**config.mk**
```make
export PLATFORM = sky130hd
export DESIGN_NAME = fan_tachometer_counter
export DESIGN_NICKNAME = d
export VERILOG_FILES = /design/src/core/ftc_pkg.sv /design/src/core/fan_tachometer_counter.sv /design/src/core/ftc_tick_gen.sv /design/src/core/ftc_ahb_port.sv
export VERILOG_INCLUDE_DIRS = /design/src /design/src/core
export SDC_FILE = /design/constraint.sdc
export NUM_CORES = 1
export LEC_CHECK = 0
export BUFFER_PORTS_ARGS = -buffer_cell sky130_fd_sc_hd__buf_2
export CAP_MARGIN = 10
export CORE_UTILIZATION = 51
export DETAILED_ROUTE_END_ITERATION = 12
export PLACE_DENSITY = 0.76
export RECOVER_POWER = 25
export SETUP_SLACK_MARGIN = 0.4
export SLEW_MARGIN = 20
export SYNTH_ARGS = -nofsm -noshare
export SYNTH_HDL_FRONTEND = slang
export SYNTH_SLANG_ARGS = --single-unit
```
**constraint.sdc**
```tcl
create_clock -name clk -period 2.5 [get_ports clk]
set_clock_uncertainty 0.2 [all_clocks]
set_input_delay 0.5 -clock clk [delete_from_list [all_inputs] [get_ports clk]]
set_output_delay 0.5 -clock clk [all_outputs]
set_load 0.005 [all_outputs]
```
**src/core/ftc_defs.svh**
```systemverilog
// Purpose: shared constants of the fan tachometer counter
// Assumes: included by the package and by every module except the fan model
// Notes:   offsets are byte addresses of aligned 32-bit words
`ifndef FTC_DEFS_SVH
`define FTC_DEFS_SVH

// ==========================================================
// register byte offsets
`define FTC_OFS_CTRL     8'h00
`define FTC_OFS_COUNT1   8'h04
`define FTC_OFS_COUNT2   8'h08
`define FTC_OFS_PRELOAD1 8'h0C
`define FTC_OFS_CLKSEL   8'h10

// ==========================================================
// field positions
`define FTC_CTRL_SRC1    0
`define FTC_CTRL_SRC2    1
`define FTC_CTRL_MULT1   2
`define FTC_CTRL_MULT2   3
`define FTC_CTRL_DIV1    5:4
`define FTC_CTRL_DIV2    7:6
`define FTC_CLKSEL_FIRST_FAN_CHANNEL  0
`define FTC_CLKSEL_SECOND_FAN_CHANNEL  1
`define FTC_CLKSEL_MASK  8'h03

// ==========================================================
// reset values and fixed values
`define FTC_RST_CTRL     8'h50
`define FTC_RST_PRELOAD  8'h00
`define FTC_RST_COUNT    8'h00
`define FTC_RST_CLKSEL   8'h00
`define FTC_SECOND_FAN_CHANNEL_PRELOAD 8'h00
`define FTC_COUNT_MAX    8'hFF
`define FTC_HSIZE_WORD   3'h2

// ==========================================================
// timing: base tick periods in clk cycles per clkSrc/clkSel
`define FTC_PER_W        20
`define FTC_BASE_PER0    20'h00100
`define FTC_BASE_PER1    20'h00200
`define FTC_BASE_PER2    20'h00400
`define FTC_BASE_PER3    20'h00800

`endif

```
**src/core/ftc_pkg.sv**
```systemverilog
// Purpose: types and shared functions of the fan tachometer counter
// Assumes: constants come from ftc_defs.svh
// Notes:   nothing here holds state
`include "ftc_defs.svh"

package ftc_pkg;

   // ==========================================================
   // register selector and bus phase carrier
   typedef enum logic [2:0] {
      REG_CTRL, REG_COUNT1, REG_COUNT2, REG_PRELOAD1, REG_CLKSEL, REG_NONE
   } ftc_reg_t;

   typedef struct packed {
      logic     valid;
      logic     write;
      ftc_reg_t sel;
   } ftc_bus_phase_t;

   // per channel rate settings
   typedef struct packed {
      logic       clkSrc;
      logic       clkSel;
      logic       mult;
      logic [1:0] div;
   } ftc_chan_cfg_t;

   // channel measuring state
   typedef enum logic {CH_ARMED, CH_COUNTING} ftc_chan_state_t;

   // ==========================================================
   // address decode, shared by read and write paths
   function automatic ftc_reg_t ftc_reg_decode(input logic [31:0] addr);
      ftc_reg_t r;
      r = REG_NONE;
      if (addr[31:8] == 24'h000000) begin
         case (addr[7:0])
            `FTC_OFS_CTRL:     r = REG_CTRL;
            `FTC_OFS_COUNT1:   r = REG_COUNT1;
            `FTC_OFS_COUNT2:   r = REG_COUNT2;
            `FTC_OFS_PRELOAD1: r = REG_PRELOAD1;
            `FTC_OFS_CLKSEL:   r = REG_CLKSEL;
            default:           r = REG_NONE;
         endcase
      end
      return r;
   endfunction

   // tick period: doubler halves it, divisor 1/2/4/8 stretches it
   function automatic logic [`FTC_PER_W-1:0] ftc_tick_period(
      input logic [`FTC_PER_W-1:0] base,
      input logic                  mult,
      input logic [1:0]            div);
      logic [`FTC_PER_W-1:0] p;
      p = mult ? (base >> 1) : base;
      p = p << div;
      if (p == '0) begin
         p = {{(`FTC_PER_W-1){1'b0}}, 1'b1};
      end
      return p;
   endfunction

endpackage

```
**src/core/fan_tachometer_counter.sv**
```systemverilog
// Purpose: two fan tachometer channels behind an AHB-Lite slave
// Assumes: tach inputs are synchronous to clk; rst is the
//          standby power-on reset of the register file
// Notes:   a pulse runs from one tach rising edge to the next
`timescale 1ns/100ps
`include "ftc_defs.svh"

module fan_tachometer_counter #(
   parameter logic [`FTC_PER_W-1:0] BASE_PER0 = `FTC_BASE_PER0,
   parameter logic [`FTC_PER_W-1:0] BASE_PER1 = `FTC_BASE_PER1,
   parameter logic [`FTC_PER_W-1:0] BASE_PER2 = `FTC_BASE_PER2,
   parameter logic [`FTC_PER_W-1:0] BASE_PER3 = `FTC_BASE_PER3
) (
   input  wire logic        clk,
   input  wire logic        rst,
   input  wire logic        hsel,
   input  wire logic [31:0] haddr,
   input  wire logic [1:0]  htrans,
   input  wire logic        hwrite,
   input  wire logic [2:0]  hsize,
   input  wire logic [31:0] hwdata,
   input  wire logic        hready,
   output logic             hreadyout,
   output logic             hresp,
   output logic [31:0]      hrdata,
   input  wire logic        fanOneTach,
   input  wire logic        fanTwoTach
);

   // ==========================================================
   // declarations
   localparam int NCH = 2;

   logic                    wrStrobe;
   ftc_pkg::ftc_reg_t       wrReg;
   logic [7:0]              wrData;
   logic                    rdStrobe;
   ftc_pkg::ftc_reg_t       rdReg;
   logic [7:0]              rdValue;

   logic [7:0]              ctrl_q;
   logic [7:0]              ctrl_d;
   logic [7:0]              preload_q;
   logic [7:0]              preload_d;
   logic [7:0]              clkSel_q;
   logic [7:0]              clkSel_d;
   logic                    preloadWrite;

   ftc_pkg::ftc_chan_cfg_t  cfg       [NCH];
   logic                    restart   [NCH];
   logic                    tick      [NCH];
   logic                    tachIn    [NCH];
   logic [7:0]              startVal  [NCH];

   ftc_pkg::ftc_chan_state_t state_q  [NCH];
   ftc_pkg::ftc_chan_state_t state_d  [NCH];
   logic                    tachPrev_q [NCH];
   logic                    tachPrev_d [NCH];
   logic [7:0]              count_q   [NCH];
   logic [7:0]              count_d   [NCH];
   logic [7:0]              result_q  [NCH];
   logic [7:0]              result_d  [NCH];

   // ==========================================================
   // bus front end
   ftc_ahb_port u_bus (
      .clk       (clk),
      .rst       (rst),
      .hsel      (hsel),
      .haddr     (haddr),
      .htrans    (htrans),
      .hwrite    (hwrite),
      .hsize     (hsize),
      .hwdata    (hwdata),
      .hready    (hready),
      .hreadyout (hreadyout),
      .hresp     (hresp),
      .hrdata    (hrdata),
      .wrStrobe  (wrStrobe),
      .wrReg     (wrReg),
      .wrData    (wrData),
      .rdStrobe  (rdStrobe),
      .rdReg     (rdReg),
      .rdValue   (rdValue)
   );

   // ==========================================================
   // software registers: next values
   always_comb begin
      ctrl_d = ctrl_q;
      preload_d = preload_q;
      clkSel_d = clkSel_q;
      preloadWrite = 1'b0;
      if (wrStrobe) begin
         unique case (wrReg)
            ftc_pkg::REG_CTRL: begin
               ctrl_d = wrData;
            end
            ftc_pkg::REG_PRELOAD1: begin
               preload_d = wrData;
               preloadWrite = 1'b1;
            end
            ftc_pkg::REG_CLKSEL: begin
               clkSel_d = wrData & `FTC_CLKSEL_MASK;
            end
            ftc_pkg::REG_COUNT1,
            ftc_pkg::REG_COUNT2,
            ftc_pkg::REG_NONE: begin
               ctrl_d = ctrl_q;          // read-only or unmapped
            end
         endcase
      end
   end

   // software registers: storage
   always_ff @(posedge clk) begin
      if (rst) begin
         ctrl_q <= `FTC_RST_CTRL;
         preload_q <= `FTC_RST_PRELOAD;
         clkSel_q <= `FTC_RST_CLKSEL;
      end else begin
         ctrl_q <= ctrl_d;
         preload_q <= preload_d;
         clkSel_q <= clkSel_d;
      end
   end

   // ==========================================================
   // per channel rate settings from the control and clock select registers
   always_comb begin
      cfg[0].clkSrc = ctrl_q[`FTC_CTRL_SRC1];
      cfg[0].clkSel = clkSel_q[`FTC_CLKSEL_FIRST_FAN_CHANNEL];
      cfg[0].mult   = ctrl_q[`FTC_CTRL_MULT1];
      cfg[0].div    = ctrl_q[`FTC_CTRL_DIV1];
      cfg[1].clkSrc = ctrl_q[`FTC_CTRL_SRC2];
      cfg[1].clkSel = clkSel_q[`FTC_CLKSEL_SECOND_FAN_CHANNEL];
      cfg[1].mult   = ctrl_q[`FTC_CTRL_MULT2];
      cfg[1].div    = ctrl_q[`FTC_CTRL_DIV2];
   end

   // channel inputs: tach pins, start values, restarts
   always_comb begin
      tachIn[0]   = fanOneTach;
      tachIn[1]   = fanTwoTach;
      startVal[0] = preload_d;
      startVal[1] = `FTC_SECOND_FAN_CHANNEL_PRELOAD;
      restart[0]  = preloadWrite;
      restart[1]  = 1'b0;
   end

   // ==========================================================
   // tick generators, one per channel
   for (genvar ch = 0; ch < NCH; ch++) begin : g_tick
      ftc_tick_gen #(
         .BASE_PER0 (BASE_PER0),
         .BASE_PER1 (BASE_PER1),
         .BASE_PER2 (BASE_PER2),
         .BASE_PER3 (BASE_PER3)
      ) u_tick (
         .clk     (clk),
         .rst     (rst),
         .restart (restart[ch]),
         .cfg     (cfg[ch]),
         .tick    (tick[ch])
      );
   end

   // ==========================================================
   // pulse measurement: next values
   always_comb begin
      for (int ch = 0; ch < NCH; ch++) begin
         state_d[ch] = state_q[ch];
         tachPrev_d[ch] = tachIn[ch];
         count_d[ch] = count_q[ch];
         result_d[ch] = result_q[ch];
         if (restart[ch]) begin
            // old result kept; software waits out two pulses
            state_d[ch] = ftc_pkg::CH_ARMED;
            count_d[ch] = startVal[ch];
         end else begin
            unique case (state_q[ch])
               ftc_pkg::CH_ARMED: begin
                  // partial pulse after restart is discarded
                  if (tachIn[ch] & ~tachPrev_q[ch]) begin
                     state_d[ch] = ftc_pkg::CH_COUNTING;
                     count_d[ch] = startVal[ch];
                  end
               end
               ftc_pkg::CH_COUNTING: begin
                  if (tachIn[ch] & ~tachPrev_q[ch]) begin
                     result_d[ch] = count_q[ch];
                     count_d[ch] = startVal[ch];
                  end else if (tick[ch] &&
                               count_q[ch] != `FTC_COUNT_MAX) begin
                     count_d[ch] = count_q[ch] + 8'h01;
                  end
               end
            endcase
         end
      end
   end

   // pulse measurement: storage
   always_ff @(posedge clk) begin
      if (rst) begin
         for (int ch = 0; ch < NCH; ch++) begin
            state_q[ch] <= ftc_pkg::CH_ARMED;
            tachPrev_q[ch] <= 1'b0;
            count_q[ch] <= `FTC_RST_COUNT;
            result_q[ch] <= `FTC_RST_COUNT;
         end
      end else begin
         for (int ch = 0; ch < NCH; ch++) begin
            state_q[ch] <= state_d[ch];
            tachPrev_q[ch] <= tachPrev_d[ch];
            count_q[ch] <= count_d[ch];
            result_q[ch] <= result_d[ch];
         end
      end
   end

   // ==========================================================
   // read mux; written registers forward their next value
   always_comb begin
      rdValue = 8'h00;
      if (rdStrobe) begin
         unique case (rdReg)
            ftc_pkg::REG_CTRL:     rdValue = ctrl_d;
            ftc_pkg::REG_COUNT1:   rdValue = result_q[0];
            ftc_pkg::REG_COUNT2:   rdValue = result_q[1];
            ftc_pkg::REG_PRELOAD1: rdValue = preload_d;
            ftc_pkg::REG_CLKSEL:   rdValue = clkSel_d;
            ftc_pkg::REG_NONE:     rdValue = 8'h00;
         endcase
      end
   end

endmodule

```
**src/core/ftc_tick_gen.sv**
```systemverilog
// Purpose: counting tick of one tachometer channel
// Assumes: base periods are at least two cycles
// Notes:   restart realigns the prescaler to the new count
`timescale 1ns/100ps
`include "ftc_defs.svh"

module ftc_tick_gen #(
   parameter logic [`FTC_PER_W-1:0] BASE_PER0 = `FTC_BASE_PER0,
   parameter logic [`FTC_PER_W-1:0] BASE_PER1 = `FTC_BASE_PER1,
   parameter logic [`FTC_PER_W-1:0] BASE_PER2 = `FTC_BASE_PER2,
   parameter logic [`FTC_PER_W-1:0] BASE_PER3 = `FTC_BASE_PER3
) (
   input  wire logic                   clk,
   input  wire logic                   rst,
   input  wire logic                   restart,
   input  wire ftc_pkg::ftc_chan_cfg_t cfg,
   output logic                        tick
);

   logic [`FTC_PER_W-1:0] prescale_q;
   logic [`FTC_PER_W-1:0] prescale_d;
   logic                  tick_q;
   logic                  tick_d;
   logic [`FTC_PER_W-1:0] base;
   logic [`FTC_PER_W-1:0] period;

   // ==========================================================
   // base speed from source and select, then scaled
   always_comb begin
      unique case ({cfg.clkSrc, cfg.clkSel})
         2'b00: base = BASE_PER0;
         2'b01: base = BASE_PER1;
         2'b10: base = BASE_PER2;
         2'b11: base = BASE_PER3;
      endcase
      period = ftc_pkg::ftc_tick_period(base, cfg.mult, cfg.div);
      prescale_d = prescale_q + {{(`FTC_PER_W-1){1'b0}}, 1'b1};
      tick_d = 1'b0;
      if (restart) begin
         prescale_d = '0;
      end else if (prescale_q >= period - {{(`FTC_PER_W-1){1'b0}}, 1'b1}) begin
         prescale_d = '0;
         tick_d = 1'b1;
      end
   end

   // prescaler registers
   always_ff @(posedge clk) begin
      if (rst) begin
         prescale_q <= '0;
         tick_q <= 1'b0;
      end else begin
         prescale_q <= prescale_d;
         tick_q <= tick_d;
      end
   end

   assign tick = tick_q;

endmodule

```
**src/core/ftc_ahb_port.sv**
```systemverilog
// Purpose: AHB-Lite slave front end of the register file
// Assumes: one slave, zero wait states, response always OKAY
// Notes:   writes land in the data phase; reads sample in address phase
`timescale 1ns/100ps
`include "ftc_defs.svh"

module ftc_ahb_port (
   input  wire logic              clk,
   input  wire logic              rst,
   input  wire logic              hsel,
   input  wire logic [31:0]       haddr,
   input  wire logic [1:0]        htrans,
   input  wire logic              hwrite,
   input  wire logic [2:0]        hsize,
   input  wire logic [31:0]       hwdata,
   input  wire logic              hready,
   output logic                   hreadyout,
   output logic                   hresp,
   output logic [31:0]            hrdata,
   output logic                   wrStrobe,
   output ftc_pkg::ftc_reg_t      wrReg,
   output logic [7:0]             wrData,
   output logic                   rdStrobe,
   output ftc_pkg::ftc_reg_t      rdReg,
   input  wire logic [7:0]        rdValue
);

   ftc_pkg::ftc_bus_phase_t phase_q;
   ftc_pkg::ftc_bus_phase_t phase_d;
   logic [31:0]             hrdata_q;
   logic [31:0]             hrdata_d;
   logic                    accept;

   // ==========================================================
   // address phase capture and read sampling
   always_comb begin
      accept = hsel & hready & htrans[1];
      rdStrobe = accept & ~hwrite;
      rdReg = ftc_pkg::ftc_reg_decode(haddr);
      phase_d.valid = accept & (hsize == `FTC_HSIZE_WORD);
      phase_d.write = hwrite;
      phase_d.sel = rdReg;
      hrdata_d = rdStrobe ? {24'h000000, rdValue} : hrdata_q;
   end

   // bus registers
   always_ff @(posedge clk) begin
      if (rst) begin
         phase_q <= '{valid: 1'b0, write: 1'b0, sel: ftc_pkg::REG_NONE};
         hrdata_q <= 32'h00000000;
      end else begin
         phase_q <= phase_d;
         hrdata_q <= hrdata_d;
      end
   end

   // data phase write strobe and fixed answers
   assign wrStrobe = phase_q.valid & phase_q.write;
   assign wrReg = phase_q.sel;
   assign wrData = hwdata[7:0];
   assign hreadyout = 1'b1;
   assign hresp = 1'b0;
   assign hrdata = hrdata_q;

endmodule

```
# Yosys cells after proc, flatten, opt, wreduce, memory -nomap -nowiden
# Memories as Yosys holds them, arrays and structs flattened.
# Cells that the tools add are included.
[classes] shift=2 bitwise_logic=20 div_mod_pow=0 add_sub_neg=6 n_eq_ne=20 n_lt_le_gt_ge=2 n_mux=49 n_reduce_logical=13 mul=0
[ops] op="$mux 8" count=22
[ops] op="$pmux 20 s4" count=2
[ops] op="$mux 20" count=4
[ops] op="$pmux 8 s6" count=1
[ops] op="$add 20x1->20 const B" count=2
[ops] op="$ge 20x20->1" count=2
[ops] op="$logic_not 20->1" count=2
[ops] op="$shl 20x2->20" count=2
[ops] op="$sub 20x1->20 const B" count=2
[ops] op="$pmux 8 s2" count=2
[ops] op="$logic_not 24->1" count=1
[ops] op="$add 8x1->8 const B" count=2
[ops] op="$eq 8x4->1 const B" count=2
[ops] op="$mux 1" count=16
[ops] op="$ne 8x8->1 const B" count=2
[ops] op="$pmux 3 s5" count=1
[ops] op="$eq 3x2->1 const B" count=4
[ops] op="$eq 3x3->1 const B" count=3
[ops] op="$eq 2x2->1 const B" count=4
[ops] op="$eq 8x3->1 const B" count=1
[ops] op="$eq 8x5->1 const B" count=1
[ops] op="$logic_not 8->1" count=1
[ops] op="$or 1x1->1" count=8
[ops] op="$and 1x1->1" count=7
[ops] op="other kinds (9)" count=18
[word_totals] rom_bits=0 mem_bits_rw=36 in_bits=76 latchBits=0 mem_count=4 register_bits=79
[memory_table] memory="count_q" words=2 word_bits=8 rd=2 rd_ports_with_merged_regs=0 write_ports=2 line="fan_tachometer_counter.sv:59" rtl="logic [7:0] count_q [NCH];"
[memory_table] memory="result_q" words=2 word_bits=8 rd=2 rd_ports_with_merged_regs=0 write_ports=2 line="fan_tachometer_counter.sv:61" rtl="logic [7:0] result_q [NCH];"
[memory_table] memory="state_q" words=2 word_bits=1 rd=2 rd_ports_with_merged_regs=0 write_ports=2 line="fan_tachometer_counter.sv:55" rtl="ftc_pkg::ftc_chan_state_t state_q [NCH];"
[memory_table] memory="tachPrev_q" words=2 word_bits=1 rd=2 rd_ports_with_merged_regs=0 write_ports=2 line="fan_tachometer_counter.sv:57" rtl="logic tachPrev_q [NCH];"

# Logic depth before layout (Yosys ltp)
# Gate-level depths: netlist of the first run.
[logic_depth] word_depth=9 depth_mapped=12 mapped_depth_nobuf=11

# Cells and area by module
# A second synthesis of the first run with hierarchy kept.
[unflattened] cells_unflattened=779 area_unflattened_um2=6800.3
[by_module_without_submodules] module="ftc_tick_gen" area_each_um2=1525.2 instances=2 cells_per_inst=167 seq_area_each_um2=420.4
[by_module_without_submodules] module="fan_tachometer_counter" area_each_um2=2890.3 instances=1 cells_per_inst=340 seq_area_each_um2=1201.2
[by_module_without_submodules] module="ftc_ahb_port" area_each_um2=859.6 instances=1 cells_per_inst=105 seq_area_each_um2=260.2

# Worst setup path before layout of the first run
# OpenSTA, ideal clock, no wires.
[synth_timing] path_type="reg-to-reg" start="register ctrl_q[0]" end="register g_tick[0].u_tick.prescale_q[11]" path_stages_with_launch=12 synth_period_minus_slack_ns=2.555 setup_slack_ns=-0.055 arrival_time_ns=2.223 n_path_buf=2 t_required_ns=2.168 cell_sequence="dfxtp_1 clkbuf_1 o21ai_1 a21oi_1 o32ai_1 ha_1 a211oi_1 o21a_1 o21a_1 o22ai_1 clkbuf_1 nor3_1"
[synth_between] elab_chain_cells=9 elab_cells_between_ends=12
[synth_rtl] element="from (decl)" line="fan_tachometer_counter.sv:41" rtl="logic [7:0] ctrl_q;"
[synth_rtl] element="from (signal assigned)" line="fan_tachometer_counter.sv:118" rtl="ctrl_q <= `FTC_RST_CTRL;"
[synth_rtl] element="from (signal assigned)" line="fan_tachometer_counter.sv:122" rtl="ctrl_q <= ctrl_d;"
[synth_rtl] element="$eq 2x2->1, or another cell as far along" line="ftc_tick_gen.sv:30" rtl="unique case ({cfg.clkSrc, cfg.clkSel})"
[synth_rtl] element="$pmux 20 s4 *" line="ftc_tick_gen.sv:30"
[synth_rtl] element="$mux 20 *" line="ftc_pkg.sv:55" rtl="p = mult ? (base >> 1) : base;"
[synth_rtl] element="$shl 20x2->20 *" line="ftc_pkg.sv:56" rtl="p = p << div;"
[synth_rtl] element="$logic_not 20->1" line="ftc_pkg.sv:57" rtl="if (p == '0) begin"
[synth_rtl] element="$mux 20 *" line="ftc_pkg.sv:57"
[synth_rtl] element="$sub 20x1->20 *" line="ftc_tick_gen.sv:41" rtl="end else if (prescale_q >= period - {{(`FTC_PER_W-1){1'b0}}, 1'b1}) begin"
[synth_rtl] element="$ge 20x20->1 *" line="ftc_tick_gen.sv:41"
[synth_rtl] element="$reduce_or 3->1 (no line) *"
[synth_rtl] element="to (signal assigned)" line="ftc_tick_gen.sv:53" rtl="prescale_q <= prescale_d;"
[synth_rtl] element="to (decl)" line="ftc_tick_gen.sv:20" rtl="logic [`FTC_PER_W-1:0] prescale_q;"
# Every way passes the cells marked *; elsewhere a longest branch is shown, timed or not. The select of a mux whose other input is x is not followed.
# A chain may end at the register's enable or synchronous reset.

# Final worst setup path of the first run
[layout_timing] start="register clkSel_q[0]" end="register g_tick[0].u_tick.prescale_q[18]"
[layout_between] elab_chain_cells=9 elab_cells_between_ends=12
[layout_rtl] element="from (decl)" line="fan_tachometer_counter.sv:45" rtl="logic [7:0] clkSel_q;"
[layout_rtl] element="from (signal assigned)" line="fan_tachometer_counter.sv:120" rtl="clkSel_q <= `FTC_RST_CLKSEL;"
[layout_rtl] element="from (signal assigned)" line="fan_tachometer_counter.sv:124" rtl="clkSel_q <= clkSel_d;"
[layout_rtl] element="$eq 2x2->1, or another cell as far along" line="ftc_tick_gen.sv:30"
[layout_rtl] element="$pmux 20 s4 *" line="ftc_tick_gen.sv:30"
[layout_rtl] element="$mux 20 *" line="ftc_pkg.sv:55"
[layout_rtl] element="$shl 20x2->20 *" line="ftc_pkg.sv:56"
[layout_rtl] element="$logic_not 20->1" line="ftc_pkg.sv:57"
[layout_rtl] element="$mux 20 *" line="ftc_pkg.sv:57"
[layout_rtl] element="$sub 20x1->20 *" line="ftc_tick_gen.sv:41"
[layout_rtl] element="$ge 20x20->1 *" line="ftc_tick_gen.sv:41"
[layout_rtl] element="$reduce_or 3->1 (no line) *"
# Marked as above.

==> results.toml, run 1 <==
[critical_path]
required_ns = 2.58
crit_fanout = 8
arrival_ns = 2.49
end_kind = "flop"
path_delay_family = "compound AO/OA/AOI/OAI gates"
crit_buf_inv = 1
cp-start-kind = "flop"
critPathMaxStageDelay_ns = 0.43
critPathSlowestCell = "dfxtp_2"
path_class = "flop to flop"
cp_common_cell = "o21a_1"
path_cells = "a21oi_1 > a21oi_2 > o32ai_2 > ha_1 > a211oi_2 > o21a_1 > o21a_1 > o22ai_4 > buf_6 > nor3_1"

[synth]
yosysUniqueCellTypes = 64
ys_warn_count = 0
synth_edf_count = 0
seq_area_frac_synth_pct = 35.6
synth-main-ff-cell = "dfxtp_1"
synth.avg_cell_area_um2 = 8.57
synthCells = 755
async_flop_share_pct = 0
synthesis.area_um2 = 6470
synth_seq_cells = 115

[timing]
holdWs_ns = 0.0591
min_period_ns = 2.41
setup_viol = 0
max_freq_ghz = 0.415
finalCritPeriodShare_pct = 96.5
setup_ws_ns = 0.0878
worst_slew_pin_slew_ns = 1.22
rsz0062_at_grt = "yes"
relSlewSlack_pct = 18.4
maxSlewViolCount = 0
hold_viol_final = 0

[power_and_ir_drop]
switchingPower_mw = 1.11
p_per_area_nw_per_um2 = 600
comb_power_share_pct = 7.9
p_leak_nw = 3.22
clockPowerShare_pct = 52.8
p_int_mw = 3.78
switching_share_pct = 22.6
vdd_ir_drop_max_uv = 418
seqPwrFrac_pct = 39.3

[clock_network]
cts.path.max_buffers = 2
clk_pin_slew_worst_paths_ns = 0.05
cts_sinks = 115
cts-root-buf = "clkbuf_16"
cts_tree = "yes"
htreeDepth = 4
clk_latency_ns = 0.41
cts_buffers = 17

[die]
die_area_um2 = 13100
core_area_um2 = 12200
initial_core_util_pct = 53.0
rows = 40
die_h_um = 115
boundaryPins = 110
die_x_um = 115

[final_layout]
final_cell_area_um2 = 8150
final_cells = 1034
diodes = 0
layout-drive-gt1-share_pct = 24.6
final_nets = 973
syn2layout_area_growth_pct = 25.9

[placement]
dp_hpwl_um = 11700
place_area_um2 = 7180
gp_congestion = 0.896
dp_cells = 996
port_buffers = 58
pre_cts_ws_ns = -0.0278

[run]
maxCapViolCount = 0

[detailed_routing]
vias_per_cell = 5.72
num_vias = 5916
first_iter_violations = 395
routed_wl_um = 16500
first_pass_iters = 6
wl_per_cell_um = 15.9
ant_nets = 0
post-route-drc-count = 0

[global_routing]
grt_start_max_net_pins = 61
grt_usage_pct = 26.1
grt_pass1_vias = 5741
antenna_found_initial = 0
grt_pass1_wl_um = 27000
overflow = 0

[outcome]
outcome = "finished, final reports clean"

[hold_path]
hold_path.class = "input port to flop"
[state kept, by name, summed over array words and instances (netlist names)]
register / flops
clkSel_q: 8
count_q: 16
ctrl_q: 8
g_tick.u_tick.prescale_q: 40
g_tick.u_tick.tick: 2
preload_q: 8
result_q: 16
state_q: 2
tachPrev_q: 2
u_bus.hrdata: 8
u_bus.phase_q: 2
u_bus.wrReg: 3
[power groups by stage]
stage,Sequential [mW],Combinational (mW),Clock (mW)
2_1_floorplan,1.95,0.281,0
3_3_place_gp,1.96,0.346,0
3_5_place_dp,1.96,0.364,0
4_1_cts,1.92,0.373,2.61
5_1_grt,1.93,0.430,2.70
6_report,1.92,0.384,2.58
[cells by family (layout without fill, tap and decap cells)]
| family | after synthesis | after routing | synth area share [%] |
|---|---|---|---|
| xor gates and xnor gates | 44 | 44 | 5.96 |
| adders and majority gates | 46 | 46 | 8.82 |
| and+or+nand+nor | 294 | 294 | 24.1 |
| DFF | 115 | 115 | 35.6 |
| other | 2 | 52 | 0.116 |
| AOI/OAI and AO/OA | 164 | 164 | 16.6 |
| buffers and inverters | 70 | 131 | 5.67 |
| muxes | 20 | 20 | 3.15 |
[final timing paths]
kind	startpoint	to	slack, ns	cells after the start
setup / recovery	clkSel_q[0]$_SDFF_PP0_	g_tick[0].u_tick.prescale_q[18]$_SDFF_PP0_	0.09	10
hold / removal	hsize[2]	u_bus.phase_q[4]$_SDFF_PP0_	0.06	2
setup reg to reg	clkSel_q[0]$_SDFF_PP0_	g_tick[0].u_tick.prescale_q[18]$_SDFF_PP0_	0.09	10
hold reg to reg	clkSel_q[3]$_SDFF_PP0_	clkSel_q[3]$_SDFF_PP0_	0.26	1
[layout make-up]
| class | instances | area [um2] |
|---|---|---|
| multi-input cells | 620 | 4380 |
| clock buffers | 23 | 478 |
| clock inverters | 9 | 151 |
| flip-flops and latches | 115 | 2320 |
| repair buffers | 89 | 562 |
| inverters | 10 | 40.0 |
| well taps | 168 | 210 |
| fillers | 998 | 4060 |
[placed cells by master (no fill, tap or decap), types with 22 or more instances in the layout]
| master | instances |
|---|---|
| dfxtp_1 | 104 |
| nor2_1 | 60 |
| nand2_1 | 58 |
| conb_1 | 52 |
| buf_2 | 50 |
| a21oi_1 | 42 |
| ha_1 | 42 |
| nand3_1 | 32 |
| xor2_1 | 26 |
| buf_4 | 25 |
| nand4_1 | 23 |
| a21oi_2 | 22 |
| nor3_2 | 22 |
[stage by stage]
step	power, mW	utilization [%]	TNS [ns]
floorplan	2.23	-	0
global placement	2.31	58.8	0
detailed placement	2.33	58.8	-0.0278
CTS	4.90	65.9	0
global route	5.06	66.7	-0.120
finish	4.89	66.7	0
[cells in the mapped netlist (3+ instances only)]
library cell  count  area, um2
nand4_1          23        144
nand3_1          34        170
a21o_1            6       45.0
o22ai_1           3       18.8
or4_1             4       30.0
a211o_1           4       35.0
o31ai_1           6       45.0
mux2i_1          17        170
a31oi_1           5       31.3
nor2_1           61        229
o21ai_1           8       40.0
a32o_1            8       80.1
inv_1            10       37.5
nand2_1          59        221
a21oi_1          64        320
a211oi_1         13       97.6
buf_4            26        195
nand2b_1         11       68.8
xor2_1           26        228
o21a_1            6       45.0
o32ai_1           4       35.0
and4_1            5       43.8
a2bb2oi_1         6       52.6
o211ai_1          7       52.6
nor3_1           36        180
o21ai_0          10       50.1
o2111ai_1         4       35.0
or3_1             4       25.0
clkbuf_1         29        109
and3_1            9       56.3
xnor2_1          18        158
buf_2             5       25.0
and2_1           13       81.3
nor4_1            8       50.1
dfxtp_1         115       2300
nor2b_1          12       75.1
ha_1             44        551
[routing by layer]
metal | global-route usage (%) | up-vias | share of wire (%)
met3 | 4.76 | 32 | 4.4
met5 | 0 | - | 0
met1 | 30.6 | 2837 | 42
met4 | 11.8 | 0 | 2.7
li1 | - | 2884 | -
met2 | 46.1 | 163 | 51
[worst register-to-register path: stages, from the launching register on]
cell      delay (ns)
dfxtp_2         0.43
a21oi_1         0.12
a21oi_2         0.17
o32ai_2         0.10
ha_1            0.33
a211oi_2        0.07
o21a_1          0.17
o21a_1          0.20
o22ai_4         0.25
buf_6           0.18
nor3_1          0.07
[timing repair]
item,4_1_cts,5_1_grt
buffers inserted,3,2
endpoints found under the hold margin,0,0
resized for setup,50,25
setup endpoints to repair,52,60
pin swaps,21,10
gates cloned,1,0
hold buffers,0,0
(Power assumes the default switching activity.)
==> inputs of run 2 (changes only) <==
--- a/config.mk
+++ b/config.mk
@@ -12,6 +12,7 @@
 export DETAILED_ROUTE_END_ITERATION = 12
 export PLACE_DENSITY = 0.76
 export RECOVER_POWER = 25
+export REMOVE_ABC_BUFFERS = 1
 export SETUP_SLACK_MARGIN = 0.4
 export SLEW_MARGIN = 20
 export SYNTH_ARGS = -nofsm -noshare
==> results.toml, run 2 (synthesized netlist as in run 1, its figures left out) <==
[outcome]
outcome = "finished, final reports clean"

[placement]
dp_hpwl_um = 10900
port_buffers = 58
pre_cts_ws_ns = -0.0115
dp_cells = 1005
gp_congestion = 0.846

[final_layout]
largest_register_ff_count = 40
syn2layout_area_growth_pct = 28.9
post-route-util_pct = 68.3
final_cell_mix = "dfxtp_1 (106), nor2_1 (60), nand2_1 (58), buf_2 (55), conb_1 (52)"
regMostFlops = "g_tick.u_tick.prescale_q"
final_cells = 1052
final_nets = 991
top_regs = "g_tick.u_tick.prescale_q: 40 flops, count_q: 16 flops, result_q: 16 flops"
layout-drive-gt1-share_pct = 26.0
final_common_cell = "dfxtp_1"
diodes = 0

[global_routing]
antenna_found_initial = 0
grt_start_max_net_pins = 29
grt_usage_pct = 25.6
grt_pass1_wl_um = 26300
overflow = 0
grt_pass1_vias = 5508

[timing]
setup_ws_ns = 0.00644
worst_slew_pin_slew_ns = 1.00
maxSlewViolCount = 0
rsz0062_at_grt = "yes"
max_freq_ghz = 0.401
min_period_ns = 2.49
hold_viol_final = 0
holdWs_ns = 0.0441
setup_viol = 0
finalCritPeriodShare_pct = 99.7
relSlewSlack_pct = 33.0

[clock_network]
clk_latency_ns = 0.42
postCtsHoldBufs = 0
clk_pin_slew_worst_paths_ns = 0.05
cts_buffers = 17
cts.path.max_buffers = 2
cts_sinks = 115
cts_tree = "yes"
htreeDepth = 4
cts-root-buf = "clkbuf_16"

[detailed_routing]
wl_per_cell_um = 15.7
routed_wl_um = 16600
first_iter_violations = 268
vias_per_cell = 5.60
first_pass_iters = 4
ant_nets = 0
num_vias = 5888
post-route-drc-count = 0

[die]
die_x_um = 115
die_area_um2 = 13100
boundaryPins = 110
die_h_um = 115
core_area_um2 = 12200
initial_core_util_pct = 53.0
rows = 40

[critical_path]
crit_fanout = 5
path_class = "flop to flop"
required_ns = 2.65
arrival_ns = 2.64
end_kind = "flop"
cp-start-kind = "flop"
rr_startpoint = "clkSel_q[1]$_SDFF_PP0_"
startpoint = "clkSel_q[1]$_SDFF_PP0_"

[power_and_ir_drop]
power_mw = 4.74
p_leak_nw = 3.34
vdd_ir_drop_max_uv = 528
p_per_area_nw_per_um2 = 569

[run]
maxCapViolCount = 0

[hold_path]
hold_path.class = "input port to flop"
min_from = "hsize[2]"
run 2: cell types whose count changed in the layout (fill, tap and decap cells not counted), moves of 3 or more:
cell and delta:
buf_2 +5, o21ai_2 -4, dfxtp_2 -3, a21oi_1 -3, o21ai_4 +3, buf_4 +10
run 2: critical path: stages (launching register included):
cell and delay [ns]:
dfxtp_2 0.35, nand2b_4 0.14, buf_6 0.09, a21o_1 0.17
nand3_1 0.12, ha_1 0.21, a21oi_2 0.16, o21ai_1 0.18
nor4_4 0.32, o21ai_4 0.17, clkbuf_16 0.20, a21oi_2 0.11
run 2: timing repair:
action                     CTS  global route
setup buffers                8             3
setup endpoints to repair   46            60
gates cloned                 1             3
pin swaps                   25            15
gates resized for setup     56            64
run 2: final timing paths:
check	endpoint	slack (ns)	depth (start not counted)
setup reg to reg	g_tick[1].u_tick.prescale_q[14]$_SDFF_PP0_	0.006	11
hold / removal	u_bus.phase_q[4]$_SDFF_PP0_	0.04	2
setup / recovery	g_tick[1].u_tick.prescale_q[14]$_SDFF_PP0_	0.006	11
hold reg to reg	result_q[0][13]$_SDFFE_PP0P_	0.26	2
run 2: metal layers:
metal,vias to the layer above,global-route usage [%],share of wire (%)
li1,2932,-,-
met1,2808,32.0,45
met2,116,42.7,49
met3,32,5.72,3.2
met4,0,10.5,2.2
met5,-,0,0
run 2: report_power, final:
part | internal (mW) | switching, mW | total [mW] | leakage (nW)
Combinational | 0.176 | 0.225 | 0.402 | 2.11
Clock | 1.57 | 0.846 | 2.41 | 0.290
Sequential | 1.87 | 0.0535 | 1.93 | 0.933
Total | 3.62 | 1.12 | 4.74 | 3.34
run 2: area by class of cell:
class                   instances  area [um2]
clock inverters                 8         100
inverters                      10        40.0
flip-flops and latches        115        2320
clock buffers                  24         492
multi-input cells             620        4430
fillers                       976        3870
well taps                     168         210
repair buffers                107         742
run 2: through the flow:
step	setup TNS, ns	instance area, um2
after floorplan	-6.93	6330
final	0	8340
after global placement	0	7100
after CTS	0	7970
after detailed placement	-0.0115	7100
after global routing	-1.76	8340
